File: config.mk
export PLATFORM = sky130hd
export DESIGN_NAME = iara_regs
export DESIGN_NICKNAME = d
export VERILOG_FILES = /design/src/inc/iara_pkg.sv /design/src/design/iara_regs.sv /design/src/design/iara_auto_div.sv
export SDC_FILE = /design/constraint.sdc
export NUM_CORES = 1
export LEC_CHECK = 0
export ABC_AREA = 1
export BUFFER_PORTS_ARGS = -buffer_cell sky130_fd_sc_hd__buf_2
export CORE_ASPECT_RATIO = 1.75
export CORE_MARGIN = 4
export CORE_UTILIZATION = 45
export CTS_CLUSTER_SIZE = 8
export DETAILED_ROUTE_END_ITERATION = 8
export PLACE_DENSITY_LB_ADDON = 0.05
export SETUP_SLACK_MARGIN = 0.1
export SLEW_MARGIN = 20
export SYNTH_ARGS = -nofsm -noshare
export SYNTH_HDL_FRONTEND = slang
export SYNTH_SLANG_ARGS = --single-unit
File: constraint.sdc
create_clock -name aclk -period 1.63 [get_ports aclk]
set_input_delay 0.326 -clock aclk [delete_from_list [all_inputs] [get_ports aclk]]
set_output_delay 0.326 -clock aclk [all_outputs]
set_load 0.01 [all_outputs]
File: src/inc/iara_pkg.sv
package iara_pkg;

	// Register word indices; the bus byte address is four times the index
	localparam logic [7:0] IARA_IDX_DIV_M    = 8'h3a;
	localparam logic [7:0] IARA_IDX_DIV_N    = 8'h3b;
	localparam logic [7:0] IARA_IDX_IND_CTL  = 8'h40;
	localparam logic [7:0] IARA_IDX_IND_OFS  = 8'h41;
	localparam logic [7:0] IARA_IDX_IND_DATA = 8'h42;
	localparam logic [7:0] IARA_IDX_AUTO_CFG = 8'h3c;

	// Indirect analog offsets
	localparam logic [7:0] IARA_IND_PORT0_POL = 8'h86;
	localparam logic [7:0] IARA_IND_PORT1_POL = 8'h94;

	// Control register codes and fields
	localparam logic [7:0] IARA_SEL_DPHY_WR  = 8'h10;
	localparam logic [7:0] IARA_SEL_DPHY_RD  = 8'h11;
	localparam logic [7:0] IARA_SEL_LINK_WR  = 8'h14;
	localparam logic [7:0] IARA_SEL_LINK_RD  = 8'h15;
	localparam int         IARA_CTL_READ_BIT = 0;
	localparam int         IARA_CTL_AINC_BIT = 1;
	localparam logic [7:0] IARA_CTL_SEL_MASK = 8'hfc;

	// Divider and polarity fields
	localparam int         IARA_OV_BIT      = 7;
	localparam int         IARA_M_MSB       = 4;
	localparam int         IARA_POL_BIT     = 1;

	// Reset values
	localparam logic [7:0] IARA_POL_RESET   = 8'h08;
	localparam logic [7:0] IARA_CTL_RESET   = 8'h00;
	localparam logic [7:0] IARA_OFS_RESET   = 8'h00;
	localparam logic [4:0] IARA_M_RESET     = 5'h00;
	localparam logic [7:0] IARA_N_RESET     = 8'h00;
	localparam logic [7:0] IARA_AUTO_RESET  = 8'h04;

	localparam logic [1:0] IARA_RESP_OKAY   = 2'b00;
	localparam logic [1:0] IARA_RESP_SLVERR = 2'b10;

	typedef struct packed {
		logic [4:0] m;
		logic [7:0] n;
	} iara_div_s;

	typedef enum logic [2:0] {
		IARA_ST_IDLE = 3'b001,
		IARA_ST_WRSP = 3'b010,
		IARA_ST_RRSP = 3'b100
	} iara_state_e;

endpackage : iara_pkg

File: src/design/iara_regs.sv
`timescale 1ns/100ps
// Overview of operation
// - Eight-bit N field sets the pixel clock divider denominator.
// - Override bit set: programmed M and N drive the divider.
// - Override clear: divisor reads return automatically derived setting.
// - Automatic M/N follow lane count, bytes per pixel, dual mode.
// - Indirect control, offset, data sit at three consecutive locations.
// - Control 0x10 selects D-PHY block, 0x14 serial-link block, writes.
// - Control 0x11 or 0x15 selects block for reads; low bit reads.
// - Write: select block, set offset, data write commits to block.
// - Read: select block, set offset, data read returns location.
// - Auto-increment advances offset after every data read, and after data writes with low strobe set.
// - Port 0 polarity bit 1: 0 normal clock, 1 inverted clock.
// - Port 0 polarity register resets to 8h, inversion bit 0.
// - Override at bit 7, M at bits 4..0 of register below N.
// - Port 1 has own polarity register, bit 1, reset 8h.
module iara_regs
	import iara_pkg::*;
(
	input  wire logic           aclk,
	input  wire logic           aresetn,
	input  wire logic [9:0]     s_axi_awaddr,
	input  wire logic           s_axi_awvalid,
	output logic                s_axi_awready,
	input  wire logic [31:0]    s_axi_wdata,
	input  wire logic [3:0]     s_axi_wstrb,
	input  wire logic           s_axi_wvalid,
	output logic                s_axi_wready,
	output logic [1:0]          s_axi_bresp,
	output logic                s_axi_bvalid,
	input  wire logic           s_axi_bready,
	input  wire logic [9:0]     s_axi_araddr,
	input  wire logic           s_axi_arvalid,
	output logic                s_axi_arready,
	output logic [31:0]         s_axi_rdata,
	output logic [1:0]          s_axi_rresp,
	output logic                s_axi_rvalid,
	input  wire logic           s_axi_rready,
	input  wire logic [2:0]     lane_count,
	input  wire logic [1:0]     bytes_per_pixel,
	input  wire logic           dual_mode,
	output iara_pkg::iara_div_s pclk_div,
	output logic                port0_clk_invert,
	output logic                port1_clk_invert
);
	import iara_pkg::*;

	typedef struct packed {
		iara_state_e state;
		logic [9:0]  awaddr;
		logic        aw_held;
		logic [31:0] wdata;
		logic        w_b0;
		logic        w_held;
		logic [1:0]  bresp;
		logic [31:0] rdata;
		logic [1:0]  rresp;
		logic        ov;
		iara_div_s   div;
		logic [7:0]  ctl;
		logic [7:0]  ofs;
		logic [7:0]  pol0;
		logic [7:0]  pol1;
		logic [7:0]  auto_cfg;
		iara_div_s   out_div;
		logic        inv0;
		logic        inv1;
	} iara_regs_s;

	iara_regs_s st_reg;
	iara_regs_s st_next;
	iara_div_s  auto_div;

	// Divider derived from the link setup; used while the override is clear
	iara_auto_div u_auto_div (
		.lane_count      (lane_count),
		.bytes_per_pixel (bytes_per_pixel),
		.dual_mode       (dual_mode),
		.auto_div        (auto_div)
	);

	// Word index of a byte address; misaligned low bits ignored
	function automatic logic [7:0] word_index(input logic [9:0] addr);
		word_index = addr[9:2];
	endfunction : word_index

	// Indirect target decode: both address and block must match
	function automatic logic [1:0] ind_hit(input logic [7:0] ctl, input logic [7:0] ofs);
		logic dphy;
		dphy = ((ctl & IARA_CTL_SEL_MASK) == (IARA_SEL_DPHY_WR & IARA_CTL_SEL_MASK));
		ind_hit = 2'b00;
		if (dphy && ofs == IARA_IND_PORT0_POL) begin
			ind_hit = 2'b01;
		end else if (dphy && ofs == IARA_IND_PORT1_POL) begin
			ind_hit = 2'b10;
		end
	endfunction : ind_hit

	// Offset after a data access; wraps at the top of the indirect space
	function automatic logic [7:0] next_offset(input logic [7:0] ofs, input logic ainc);
		next_offset = ainc ? ofs + 8'h01 : ofs;
	endfunction : next_offset

	// Indices that answer OKAY; any other word in the window is an error
	function automatic logic reg_known(input logic [7:0] idx);
		case (idx)
			IARA_IDX_DIV_M, IARA_IDX_DIV_N, IARA_IDX_IND_CTL,
			IARA_IDX_IND_OFS, IARA_IDX_IND_DATA, IARA_IDX_AUTO_CFG: reg_known = 1'b1;
			default: reg_known = 1'b0;
		endcase
	endfunction : reg_known

	logic [7:0]  ind_rd;
	logic [7:0]  rd_byte;
	logic        rd_ok;
	logic        do_wr;
	logic [7:0]  wr_idx;
	logic [7:0]  wb;
	logic [1:0]  rd_hit;
	logic [1:0]  wr_hit;

	always_comb begin
		st_next = st_reg;
		wr_idx  = word_index(st_reg.awaddr);
		wb      = st_reg.wdata[7:0];
		do_wr   = 1'b0;
		rd_byte = 8'h00;
		rd_ok   = 1'b1;
		rd_hit  = ind_hit(st_reg.ctl, st_reg.ofs);
		wr_hit  = ind_hit(st_reg.ctl, st_reg.ofs);

		// Indirect read mux; serial-link block and undefined offsets read zero
		case (rd_hit)
			2'b01:   ind_rd = st_reg.pol0;
			2'b10:   ind_rd = st_reg.pol1;
			default: ind_rd = 8'h00;
		endcase

		if (s_axi_awvalid && s_axi_awready) begin
			st_next.awaddr  = s_axi_awaddr;
			st_next.aw_held = 1'b1;
		end
		if (s_axi_wvalid && s_axi_wready) begin
			st_next.wdata  = s_axi_wdata;
			st_next.w_b0   = s_axi_wstrb[0];
			st_next.w_held = 1'b1;
		end

		case (st_reg.state)
			IARA_ST_IDLE: begin
				if (st_reg.aw_held && st_reg.w_held) begin
					do_wr           = st_reg.w_b0;
					st_next.aw_held = 1'b0;
					st_next.w_held  = 1'b0;
					st_next.bresp   = IARA_RESP_OKAY;
					st_next.state   = IARA_ST_WRSP;
					if (!reg_known(wr_idx)) begin
						do_wr         = 1'b0;
						st_next.bresp = IARA_RESP_SLVERR;
					end
				end else if (s_axi_arvalid) begin
					rd_ok = reg_known(word_index(s_axi_araddr));
					case (word_index(s_axi_araddr))
						IARA_IDX_DIV_M: begin
							rd_byte = {st_reg.ov, 2'b00,
								st_reg.ov ? st_reg.div.m : auto_div.m};
						end
						IARA_IDX_DIV_N: begin
							rd_byte = st_reg.ov ? st_reg.div.n : auto_div.n;
						end
						IARA_IDX_IND_CTL:  rd_byte = st_reg.ctl;
						IARA_IDX_IND_OFS:  rd_byte = st_reg.ofs;
						IARA_IDX_IND_DATA: begin
							rd_byte = ind_rd;
							st_next.ofs = next_offset(st_reg.ofs, st_reg.ctl[IARA_CTL_AINC_BIT]);
						end
						IARA_IDX_AUTO_CFG: rd_byte = st_reg.auto_cfg;
						default: rd_byte = 8'h00;
					endcase
					st_next.rdata = {24'h000000, rd_byte};
					st_next.rresp = rd_ok ? IARA_RESP_OKAY : IARA_RESP_SLVERR;
					st_next.state = IARA_ST_RRSP;
				end
			end
			IARA_ST_WRSP: begin
				if (s_axi_bready) begin
					st_next.state = IARA_ST_IDLE;
				end
			end
			IARA_ST_RRSP: begin
				if (s_axi_rready) begin
					st_next.state = IARA_ST_IDLE;
				end
			end
			default: st_next.state = IARA_ST_IDLE;
		endcase

		if (do_wr) begin
			case (wr_idx)
				IARA_IDX_DIV_M: begin
					st_next.ov    = wb[IARA_OV_BIT];
					st_next.div.m = wb[IARA_M_MSB:0];
				end
				IARA_IDX_DIV_N:    st_next.div.n = wb;
				IARA_IDX_IND_CTL:  st_next.ctl = wb;
				IARA_IDX_IND_OFS:  st_next.ofs = wb;
				IARA_IDX_IND_DATA: begin
					// Read-mode selection blocks the commit
					if (!st_reg.ctl[IARA_CTL_READ_BIT]) begin
						if (wr_hit == 2'b01) begin
							st_next.pol0 = wb;
						end
						if (wr_hit == 2'b10) begin
							st_next.pol1 = wb;
						end
					end
					st_next.ofs = next_offset(st_reg.ofs, st_reg.ctl[IARA_CTL_AINC_BIT]);
				end
				IARA_IDX_AUTO_CFG: st_next.auto_cfg = wb;
				default: begin
				end
			endcase
		end

		// Divider output registered one cycle behind the override, programmed divider and auto inputs
		st_next.out_div = st_reg.ov ? st_reg.div : auto_div;
		st_next.inv0    = st_reg.pol0[IARA_POL_BIT];
		st_next.inv1    = st_reg.pol1[IARA_POL_BIT];

		if (!aresetn) begin
			st_next          = '0;
			st_next.state    = IARA_ST_IDLE;
			st_next.ctl      = IARA_CTL_RESET;
			st_next.ofs      = IARA_OFS_RESET;
			st_next.div.m    = IARA_M_RESET;
			st_next.div.n    = IARA_N_RESET;
			st_next.pol0     = IARA_POL_RESET;
			st_next.pol1     = IARA_POL_RESET;
			st_next.auto_cfg = IARA_AUTO_RESET;
		end
	end

	always_ff @(posedge aclk) begin
		st_reg <= st_next;
	end

	// One transaction at a time; holding registers back-pressure the master
	assign s_axi_awready = (st_reg.state == IARA_ST_IDLE) && !st_reg.aw_held && aresetn;
	assign s_axi_wready  = (st_reg.state == IARA_ST_IDLE) && !st_reg.w_held && aresetn;
	assign s_axi_arready = (st_reg.state == IARA_ST_IDLE) && !(st_reg.aw_held && st_reg.w_held)
		&& aresetn;
	assign s_axi_bvalid  = (st_reg.state == IARA_ST_WRSP);
	assign s_axi_bresp   = st_reg.bresp;
	assign s_axi_rvalid  = (st_reg.state == IARA_ST_RRSP);
	assign s_axi_rdata   = st_reg.rdata;
	assign s_axi_rresp   = st_reg.rresp;

	assign pclk_div         = st_reg.out_div;
	assign port0_clk_invert = st_reg.inv0;
	assign port1_clk_invert = st_reg.inv1;

endmodule : iara_regs

File: src/design/iara_auto_div.sv
`timescale 1ns/100ps
module iara_auto_div
	import iara_pkg::*;
(
	input  wire logic [2:0]     lane_count,
	input  wire logic [1:0]     bytes_per_pixel,
	input  wire logic           dual_mode,
	output iara_pkg::iara_div_s auto_div
);
	import iara_pkg::*;

	logic [3:0] lanes_total;
	logic [4:0] m_raw;

	// Pixel rate = byte rate * lanes / bytes per pixel; M counts lanes, N bytes
	always_comb begin
		lanes_total = dual_mode ? {lane_count, 1'b0} : {1'b0, lane_count};
		m_raw = (lanes_total == 4'h0) ? 5'h01 : {1'b0, lanes_total};
		auto_div.m = m_raw;
		auto_div.n = (bytes_per_pixel == 2'h0) ? 8'h03 : {6'h00, bytes_per_pixel};
	end

endmodule : iara_auto_div

==> impl_metrics.yaml, run 1 <==
global_routing:
  grt_start_max_net_pins: 71
  grt-ovfl-total: 0
  grtUsageTotal: 0.246
  antenna_found_initial: 0
  grt_pass1_wl_mm: 27.6
  grt_pass1_vias: 5426
setup_path:
  cp-endpoint: "s_axi_wready"
  arrival_ns: 1.31
  r2r_setup_slack_ns: 0.01
  critPathRequiredTime_ns: 1.30
  startpoint_type: "register"
  crit_path_start: "st_reg[151]"
  reg2reg_from: "st_reg[149]"
  reg2regPathDepth: 11
  crit_type: "register to primary output"
  crit_path_max_fanout: 4
  timing.rr.end: "st_reg[17]"
  endpoint_kind: "primary output"
place:
  post-place-cells: 1109
  gp_congestion: 0.973
  dpl.hpwl_mm: 12.9
  place_ws_ns: -0.0335
  portBuffers: 67
clock_network:
  hold_buffers: 0
  clock-root-buffer: "clkbuf_16"
  clk_transition_reported_paths_ns: 0.08
  clk_latency_ns: 0.36
  cts_tree: "built"
  clock-sinks: 101
  cts_made_buffers: 9
  cts_max_level: 3
  cts_buffer_depth: 2
die:
  row_count: 53
  die_x_um: 92.7
  die_area_um2: 14500
  coreArea_um2: 12100
  start_util: 0.465
  io_pins: 125
  die_y_um: 156
sta:
  setup_viol: 1
  hold_viol_final: 0
  fin_skew_ns: 0.00900
  period_share: 1.01
  setup_ws_ns: -0.0102
  fmax_mhz: 610
  holdWs_ns: 0.236
  final_max_slew_viol_count: 0
  rsz0062_at_grt: "yes"
  min_period_ns: 1.64
worst_hold_path:
  hold_path.class: "input pin to register"
final_layout:
  area_growth_pct: 33.1
  drive_above_1_share: 0.346
  largest_register_ffs: 76
  mostFrequentLayoutCells: "nand2_1, nor2_1, inv_1, dfxtp_1, buf_4"
  finish.utilization: 0.619
  instances_no_fill: 1149
  nets: 1051
  layout_commonest_cell: "nand2_1"
  diodes: 0
detailed_routing:
  first_pass_iters: 5
  vias_per_cell: 4.85
  ant_nets: 0
  drt_wl_total_mm: 17.9
  vias: 5573
  drc: 0
  wl_per_cell_um: 15.6
  dr.first_iter.drc_count: 308
pwr:
  power-per-cell-area_nw_per_um2: 722
  p_leak_nw: 3.80
  vdd_ir_drop_max_v: 0.000548
  power_mw: 5.42
synth:
  synthDistinctLibCells: 37
  ys_seq_area_frac: 0.358
  yosys_warnings: 0
  postSynthAreaPerCell_um2: 6.63
  syn_area_um2: 5650
  synthCells: 852
  ys_ff_latch: 101
outcome:
  failed_checks: "setup timing"
  run_status: "complete, but fails checks"
run:
  maxCapViolCount: 0
-- cells by family after synthesis --
group	Yosys count	synth area share
and+or+nand+nor	466	0.377
buffers and inverters	177	0.156
DFF	101	0.358
AOI/OAI and AO/OA	100	0.0955
xor gates and xnor gates	4	0.00620
adders and majority gates	3	0.00665
other	1	0.000664
-- worst min-delay path by stage --
| stage | cells after the start | startpoint | slack (ns) | endpoint |
|---|---|---|---|---|
| floorplan | 2 | st_reg[24] | 0.42 | port1_clk_invert |
| CTS | 4 | s_axi_bready | 0.23 | st_reg[151] |
| global route | 4 | s_axi_bready | 0.25 | st_reg[151] |
| detailed placement | 2 | st_reg[57] | 0.45 | pclk_div[2] |
| finish | 4 | s_axi_bready | 0.24 | st_reg[151] |
| global placement | 2 | st_reg[58] | 0.44 | pclk_div[3] |
-- area by class of cell --
type | instances | area (um2)
fillers | 1134 | 4620
multi-input cells | 601 | 3350
flip-flops and latches | 101 | 2050
repair buffers | 159 | 1200
inverters | 107 | 417
clock buffers | 9 | 225
well taps | 165 | 206
clock inverters | 7 | 63.8
-- per-layer routing --
layer  track usage  wire [um]  vias up
li1              -          -     2849
met1         0.249       6350     2536
met2         0.489      10000      150
met3        0.0338        887       38
met4         0.104        666        0
met5             0          0        -
-- worst max-delay path, stage by stage, from the launching register on --
cell and delay (ns):
dfxtp_2 0.33, inv_2 0.08, nand3_4 0.11, nor2_4 0.11
inv_2 0.06, nor2_2 0.11, buf_2 0.15
-- metrics by stage --
step                TNS [ns]  cell area, um2
floorplan                  0            5750
global placement           0            6390
detailed placement    -0.131            6390
CTS                  -0.0171            7060
global route           -2.64            7510
finish               -0.0102            7510
-- synthesized netlist by cell type --
library cell    n  area [um2]
dfxtp_1       101        2020
inv_2          10        37.5
buf_4          49         368
nor3_2          1        10.0
clkinv_1        1        3.75
nor2_2         10        62.6
nand2_1       214         803
o22ai_1         3        18.8
conb_1          1        3.75
buf_1           1        3.75
a21oi_1        40         200
nand3_1        52         260
a22oi_1         1        7.51
nand3_2         1        10.0
nor2_4          5        56.3
nand2_4         3        33.8
buf_2          12        60.1
nor2_1        140         526
o211ai_1        8        60.1
o21ai_0        45         225
nand2_2         9        56.3
nand2_8         1        20.0
nor2_8          3        60.1
ha_1            3        37.5
nand4_2         1        12.5
nand4_4         4        85.1
nor4_1          1        6.26
a21oi_2         1        8.76
and3_1          1        6.26
buf_6           2        22.5
nor3_1          2        10.0
o21ai_2         1        8.76
inv_1          96         360
clkbuf_1        6        22.5
xor2_1          4        35.0
a311o_1         1        10.0
nand4_1        18         113
-- report_power, final --
part / internal (mW) / total (mW) / switching [mW] / leakage (nW)
sequential: 2.53 / 2.57 / 0.0378 / 0.826
combinational: 0.268 / 0.721 / 0.452 / 2.84
clock: 1.07 / 2.14 / 1.07 / 0.136
total: 3.87 / 5.42 / 1.56 / 3.80
-- repair_timing --
action                                  in CTS  in global routing
endpoints found under the setup margin      74                 79
resized for setup                           88                 93
gates cloned                                 2                  0
pin swaps                                   83                 65
setup buffers                               12                 12
(Power assumes the default switching activity.)
==> run 2, diff against run 1 <==
BUFFER_PORTS_ARGS = default   (was -buffer_cell sky130_fd_sc_hd__buf_2)
CORE_UTILIZATION = 40   (was 45)
DONT_BUFFER_PORTS = 1   (was default)
==> run 2 against run 1 <==
The flow still finishes with violations (setup timing). Die area is 12% higher. Clock power is 8% higher. Core utilization is 8.6 points lower. Critical path depth is 7 higher. Critical path type is now register to register. Highest routed layer unchanged.
==> impl_metrics.yaml, run 2 (same netlist as run 1, synthesis figures left out) <==
sta:
  hold_viol_final: 0
  setup_tns_ns: -0.00127
  final_max_slew_viol_count: 0
  rsz0062_at_grt: "yes"
  min_period_ns: 1.63
  period_share: 1.00
  setup_ws_ns: -0.00127
  fmax_mhz: 613
  setup_viol: 1
  fin_skew_ns: 0.00967
outcome:
  run_status: "complete, but fails checks"
  failed_checks: "setup timing"
global_routing:
  grt_pass1_wl_mm: 26.6
  grt_start_max_net_pins: 72
  antenna_found_initial: 0
  grt-ovfl-total: 0
  grtUsageTotal: 0.213
  grt_pass1_vias: 5115
die:
  row_count: 57
  start_util: 0.408
  coreArea_um2: 13800
  die_area_um2: 16200
  io_pins: 125
  die_x_um: 97.8
  die_y_um: 165
worst_hold_path:
  hold_path_depth: 2
  hold_path.class: "input pin to register"
setup_path:
  crit_type: "register to register"
  critPathRequiredTime_ns: 1.85
  cp_slowest_cell: "dfxtp_4"
  startpoint_type: "register"
  path_buf_inv: 4
  arrival_ns: 1.85
  cp.depth: 13
  crit_path_max_fanout: 5
  reg2regPathDepth: 13
  critPathMaxStageDelay_ns: 0.39
  worst_path_dominant_cell_family: "simple AND/OR/NAND/NOR gates"
  crit_chain: "inv_4, nand2_4, nor2_4, nand2_1, nand2_2, nor2_4, nand2_8, buf_12, nand2_8, buf_8, clkinv_8, nand2_2, a21oi_2"
  endpoint_kind: "register"
clock_network:
  clk_transition_reported_paths_ns: 0.08
  hold_buffers: 0
  cts_tree: "built"
  cts_max_level: 3
  clk_latency_ns: 0.35
  cts_made_buffers: 9
  clock-root-buffer: "clkbuf_16"
  cts_buffer_depth: 2
  clock-sinks: 101
place:
  dpl.hpwl_mm: 12.7
  placed_cell_area_um2: 6010
  gp_congestion: 0.830
  portBuffers: 0
  place_ws_ns: -0.0663
final_layout:
  stdcell_area_um2: 7380
  area_growth_pct: 30.6
  num-fill-cells: 1416
  mostFrequentLayoutCells: "nand2_1, nor2_1, inv_1, dfxtp_1, buf_4"
  drive_above_1_share: 0.344
  diodes: 0
  regArea_um2: 2060
  multiInputGateArea_um2: 3490
  layout_commonest_cell: "nand2_1"
  nets: 986
  largest_register_ffs: 76
detailed_routing:
  vias_per_cell: 4.94
  wl_per_cell_um: 16.1
  first_pass_iters: 5
  drc: 0
  dr.first_iter.drc_count: 286
  vias: 5409
  ant_nets: 0
  drt_wl_total_mm: 17.6
pwr:
  power-per-cell-area_nw_per_um2: 750
  power_mw: 5.53
  vdd_ir_drop_max_v: 0.000444
  p_leak_nw: 3.56
run:
  maxCapViolCount: 0
## run 2: path summary, 6_finish.rpt
kind                                   from  slack, ns               end
worst max-delay path            st_reg[143]     -0.001        st_reg[43]
worst min-delay path                aresetn       0.07  port0_clk_invert
worst max register to register  st_reg[143]     -0.001        st_reg[43]
worst min register to register   st_reg[58]       0.47       pclk_div[3]
## run 2: metrics by stage
step / util / hold slack [ns] / cells
after floorplan: - / 0.420 / 877
after global placement: 0.434 / 0.422 / 1050
after detailed placement: 0.434 / 0.425 / 1050
after CTS: 0.481 / 0.0610 / 1082
after global routing: 0.533 / 0.0651 / 1096
final: 0.533 / 0.0732 / 1096
## run 2: area by class of cell
type	count	area share
clock buffers	9	0.0305
clock inverters	7	0.0126
inverters	107	0.0585
multi-input cells	600	0.473
flip-flops and latches	101	0.279
well taps	177	0.0300
repair buffers	94	0.115
repair inverters	1	0.00153
## run 2: repair_timing
item                                    CTS  global route
resized for setup                        65           187
pin swaps                                26            74
buffers inserted                         14            15
endpoints found under the setup margin   69            85
endpoints found under the hold margin     0             0
cloned                                    2             1
## run 2: metal layers
metal  vias to the layer above  global-route usage  routed length [um]
met3                        39              0.0315                 827
met2                       136               0.407                9660
met5                         -                   0                   0
met1                      2498               0.220                6310
met4                         0               0.118                 811
li1                       2736                   -                   -
## run 2: power breakdown
part	leakage (nW)	internal [mW]	total, mW	switching (mW)
registers	0.828	2.53	2.58	0.0480
logic	2.58	0.234	0.643	0.409
clock network	0.155	1.23	2.31	1.08
total	3.56	4.00	5.53	1.54
==> run 3, diff against run 2 <==
--- a/constraint.sdc
+++ b/constraint.sdc
@@ -3,2 +3,2 @@
 set_output_delay 0.326 -clock aclk [all_outputs]
-set_load 0.01 [all_outputs]
+set_load 0.1 [all_outputs]
==> run 3 against run 2 <==
The flow still finishes with violations (setup timing). Flip-flop and latch count unchanged. Combinational power is 77% higher. Clock power down 6%. Sequential share of layout area decreased by 2.4 points. Sequential power about the same. Core utilization up 5.2 points. Worst hold slack got worse by 0.0086 ns. Clock skew is essentially flat. First-iteration DRC count fell by 12%. Via count grew 3.7%. Critical path type is now register to primary output. Critical endpoint is now s_axi_wready. Largest power group unchanged.
==> impl_metrics.yaml, run 3 (same netlist as run 1, synthesis figures left out) <==
outcome:
  run_status: "complete, but fails checks"
  failed_checks: "setup timing"
detailed_routing:
  first_pass_iters: 6
  vias: 5608
  drc: 0
  vias_per_cell: 4.89
  ant_nets: 0
  dr.first_iter.drc_count: 251
  wl_per_cell_um: 16.0
  drt_wl_total_mm: 18.3
pwr:
  power_mw: 5.87
  power-per-cell-area_nw_per_um2: 726
  p_leak_nw: 3.88
  vdd_ir_drop_max_v: 0.000557
global_routing:
  grt-ovfl-total: 0
  antenna_found_initial: 0
  grtUsageTotal: 0.212
  grt_pass1_wl_mm: 26.7
  grt_start_max_net_pins: 72
  grt_pass1_vias: 5163
clock_network:
  cts_buffer_depth: 2
  cts_made_buffers: 9
  clock-root-buffer: "clkbuf_16"
  cts_tree: "built"
  clk_latency_ns: 0.36
  clock-sinks: 101
  cts_max_level: 3
  hold_buffers: 0
  clk_transition_reported_paths_ns: 0.08
place:
  placed_cell_area_um2: 6440
  dpl.hpwl_mm: 12.6
  portBuffers: 0
  place_ws_ns: -0.0802
  gp_congestion: 0.895
sta:
  setup_viol: 19
  min_period_ns: 1.70
  hold_viol_final: 0
  rsz0062_at_grt: "yes"
  setup_ws_ns: -0.0737
  fmax_mhz: 587
  setup_tns_ns: -0.691
  period_share: 1.05
  fin_skew_ns: 0.00965
  final_max_slew_viol_count: 0
setup_path:
  endpoint_kind: "primary output"
  startpoint_type: "register"
  crit_type: "register to primary output"
  critPathRequiredTime_ns: 1.30
  crit_path_max_fanout: 4
  arrival_ns: 1.38
worst_hold_path:
  hold_path.class: "input pin to register"
run:
  maxCapViolCount: 0
final_layout:
  diodes: 0
  largest_register_ffs: 76
  mostFrequentLayoutCells: "nand2_1, nor2_1, buf_4, dfxtp_1, inv_1"
  drive_above_1_share: 0.426
  finish.utilization: 0.585
  num-fill-cells: 1317
  area_growth_pct: 43.4
  nets: 1037
  stdcell_area_um2: 8100
  regArea_um2: 2060
  layout_commonest_cell: "nand2_1"
  multiInputGateArea_um2: 3690
die:
  start_util: 0.408
  row_count: 57
  coreArea_um2: 13800
  die_area_um2: 16200
  io_pins: 125
  die_x_um: 97.8
  die_y_um: 165
## run 3: cell count changes in the layout (fill, tap and decap cells not counted), sizes merged
cell,previous run,this run
buf,94,145
bufinv,1,0
clkbuf,9,10
## run 3: metrics by stage
stage	cells	hold slack [ns]
2_1_floorplan	877	0.420
4_1_cts	1130	0.0574
5_1_grt	1147	0.0629
3_3_place_gp	1091	0.423
6_report	1147	0.0646
3_5_place_dp	1091	0.426
## run 3: what timing repair did
action,CTS,global route
setup endpoints to repair,67,67
pin swaps,64,98
gates cloned,1,2
endpoints found under the hold margin,0,0
resized for setup,115,182
setup buffers,22,17
## run 3: layout make-up
cell class / count / share of cell area
Clock buffer: 9 / 0.0278
Clock inverter: 7 / 0.00819
Inverter: 107 / 0.0539
Multi-Input combinational cell: 600 / 0.456
Sequential cell: 101 / 0.254
Tap cell: 177 / 0.0274
Timing Repair Buffer: 146 / 0.172
## run 3: worst paths after layout
check                  from                to  slack [ns]  cells after the start
max             st_reg[152]      s_axi_wready       -0.07                      6
min reg2reg  s_axi_rdata[2]    s_axi_rdata[2]        0.47                      2
min                 aresetn  port0_clk_invert        0.06                      2
max reg2reg     st_reg[146]        st_reg[52]       -0.07                     12
## run 3: layer usage
metal  vias to the layer above  part of all wire  wire length (um)  track usage
met4                         0             0.031               573       0.0832
met1                      2630              0.37              6860        0.229
met5                         -                 0                 0            0
met2                       111              0.56             10300        0.413
li1                       2828                 -                 -            -
met3                        39             0.030               553       0.0298
## run 3: where the power goes
| part | switching [mW] | total (mW) | internal [mW] |
|---|---|---|---|
| registers | 0.0352 | 2.56 | 2.52 |
| logic | 0.841 | 1.14 | 0.296 |
| clock network | 1.10 | 2.18 | 1.08 |
## run 3: worst max-delay path, stage by stage, from the launching register on
cell,delay (ns)
dfxtp_4,0.36
inv_4,0.06
nand3_4,0.10
nor2_2,0.11
inv_2,0.07
nor2_4,0.14
buf_12,0.19
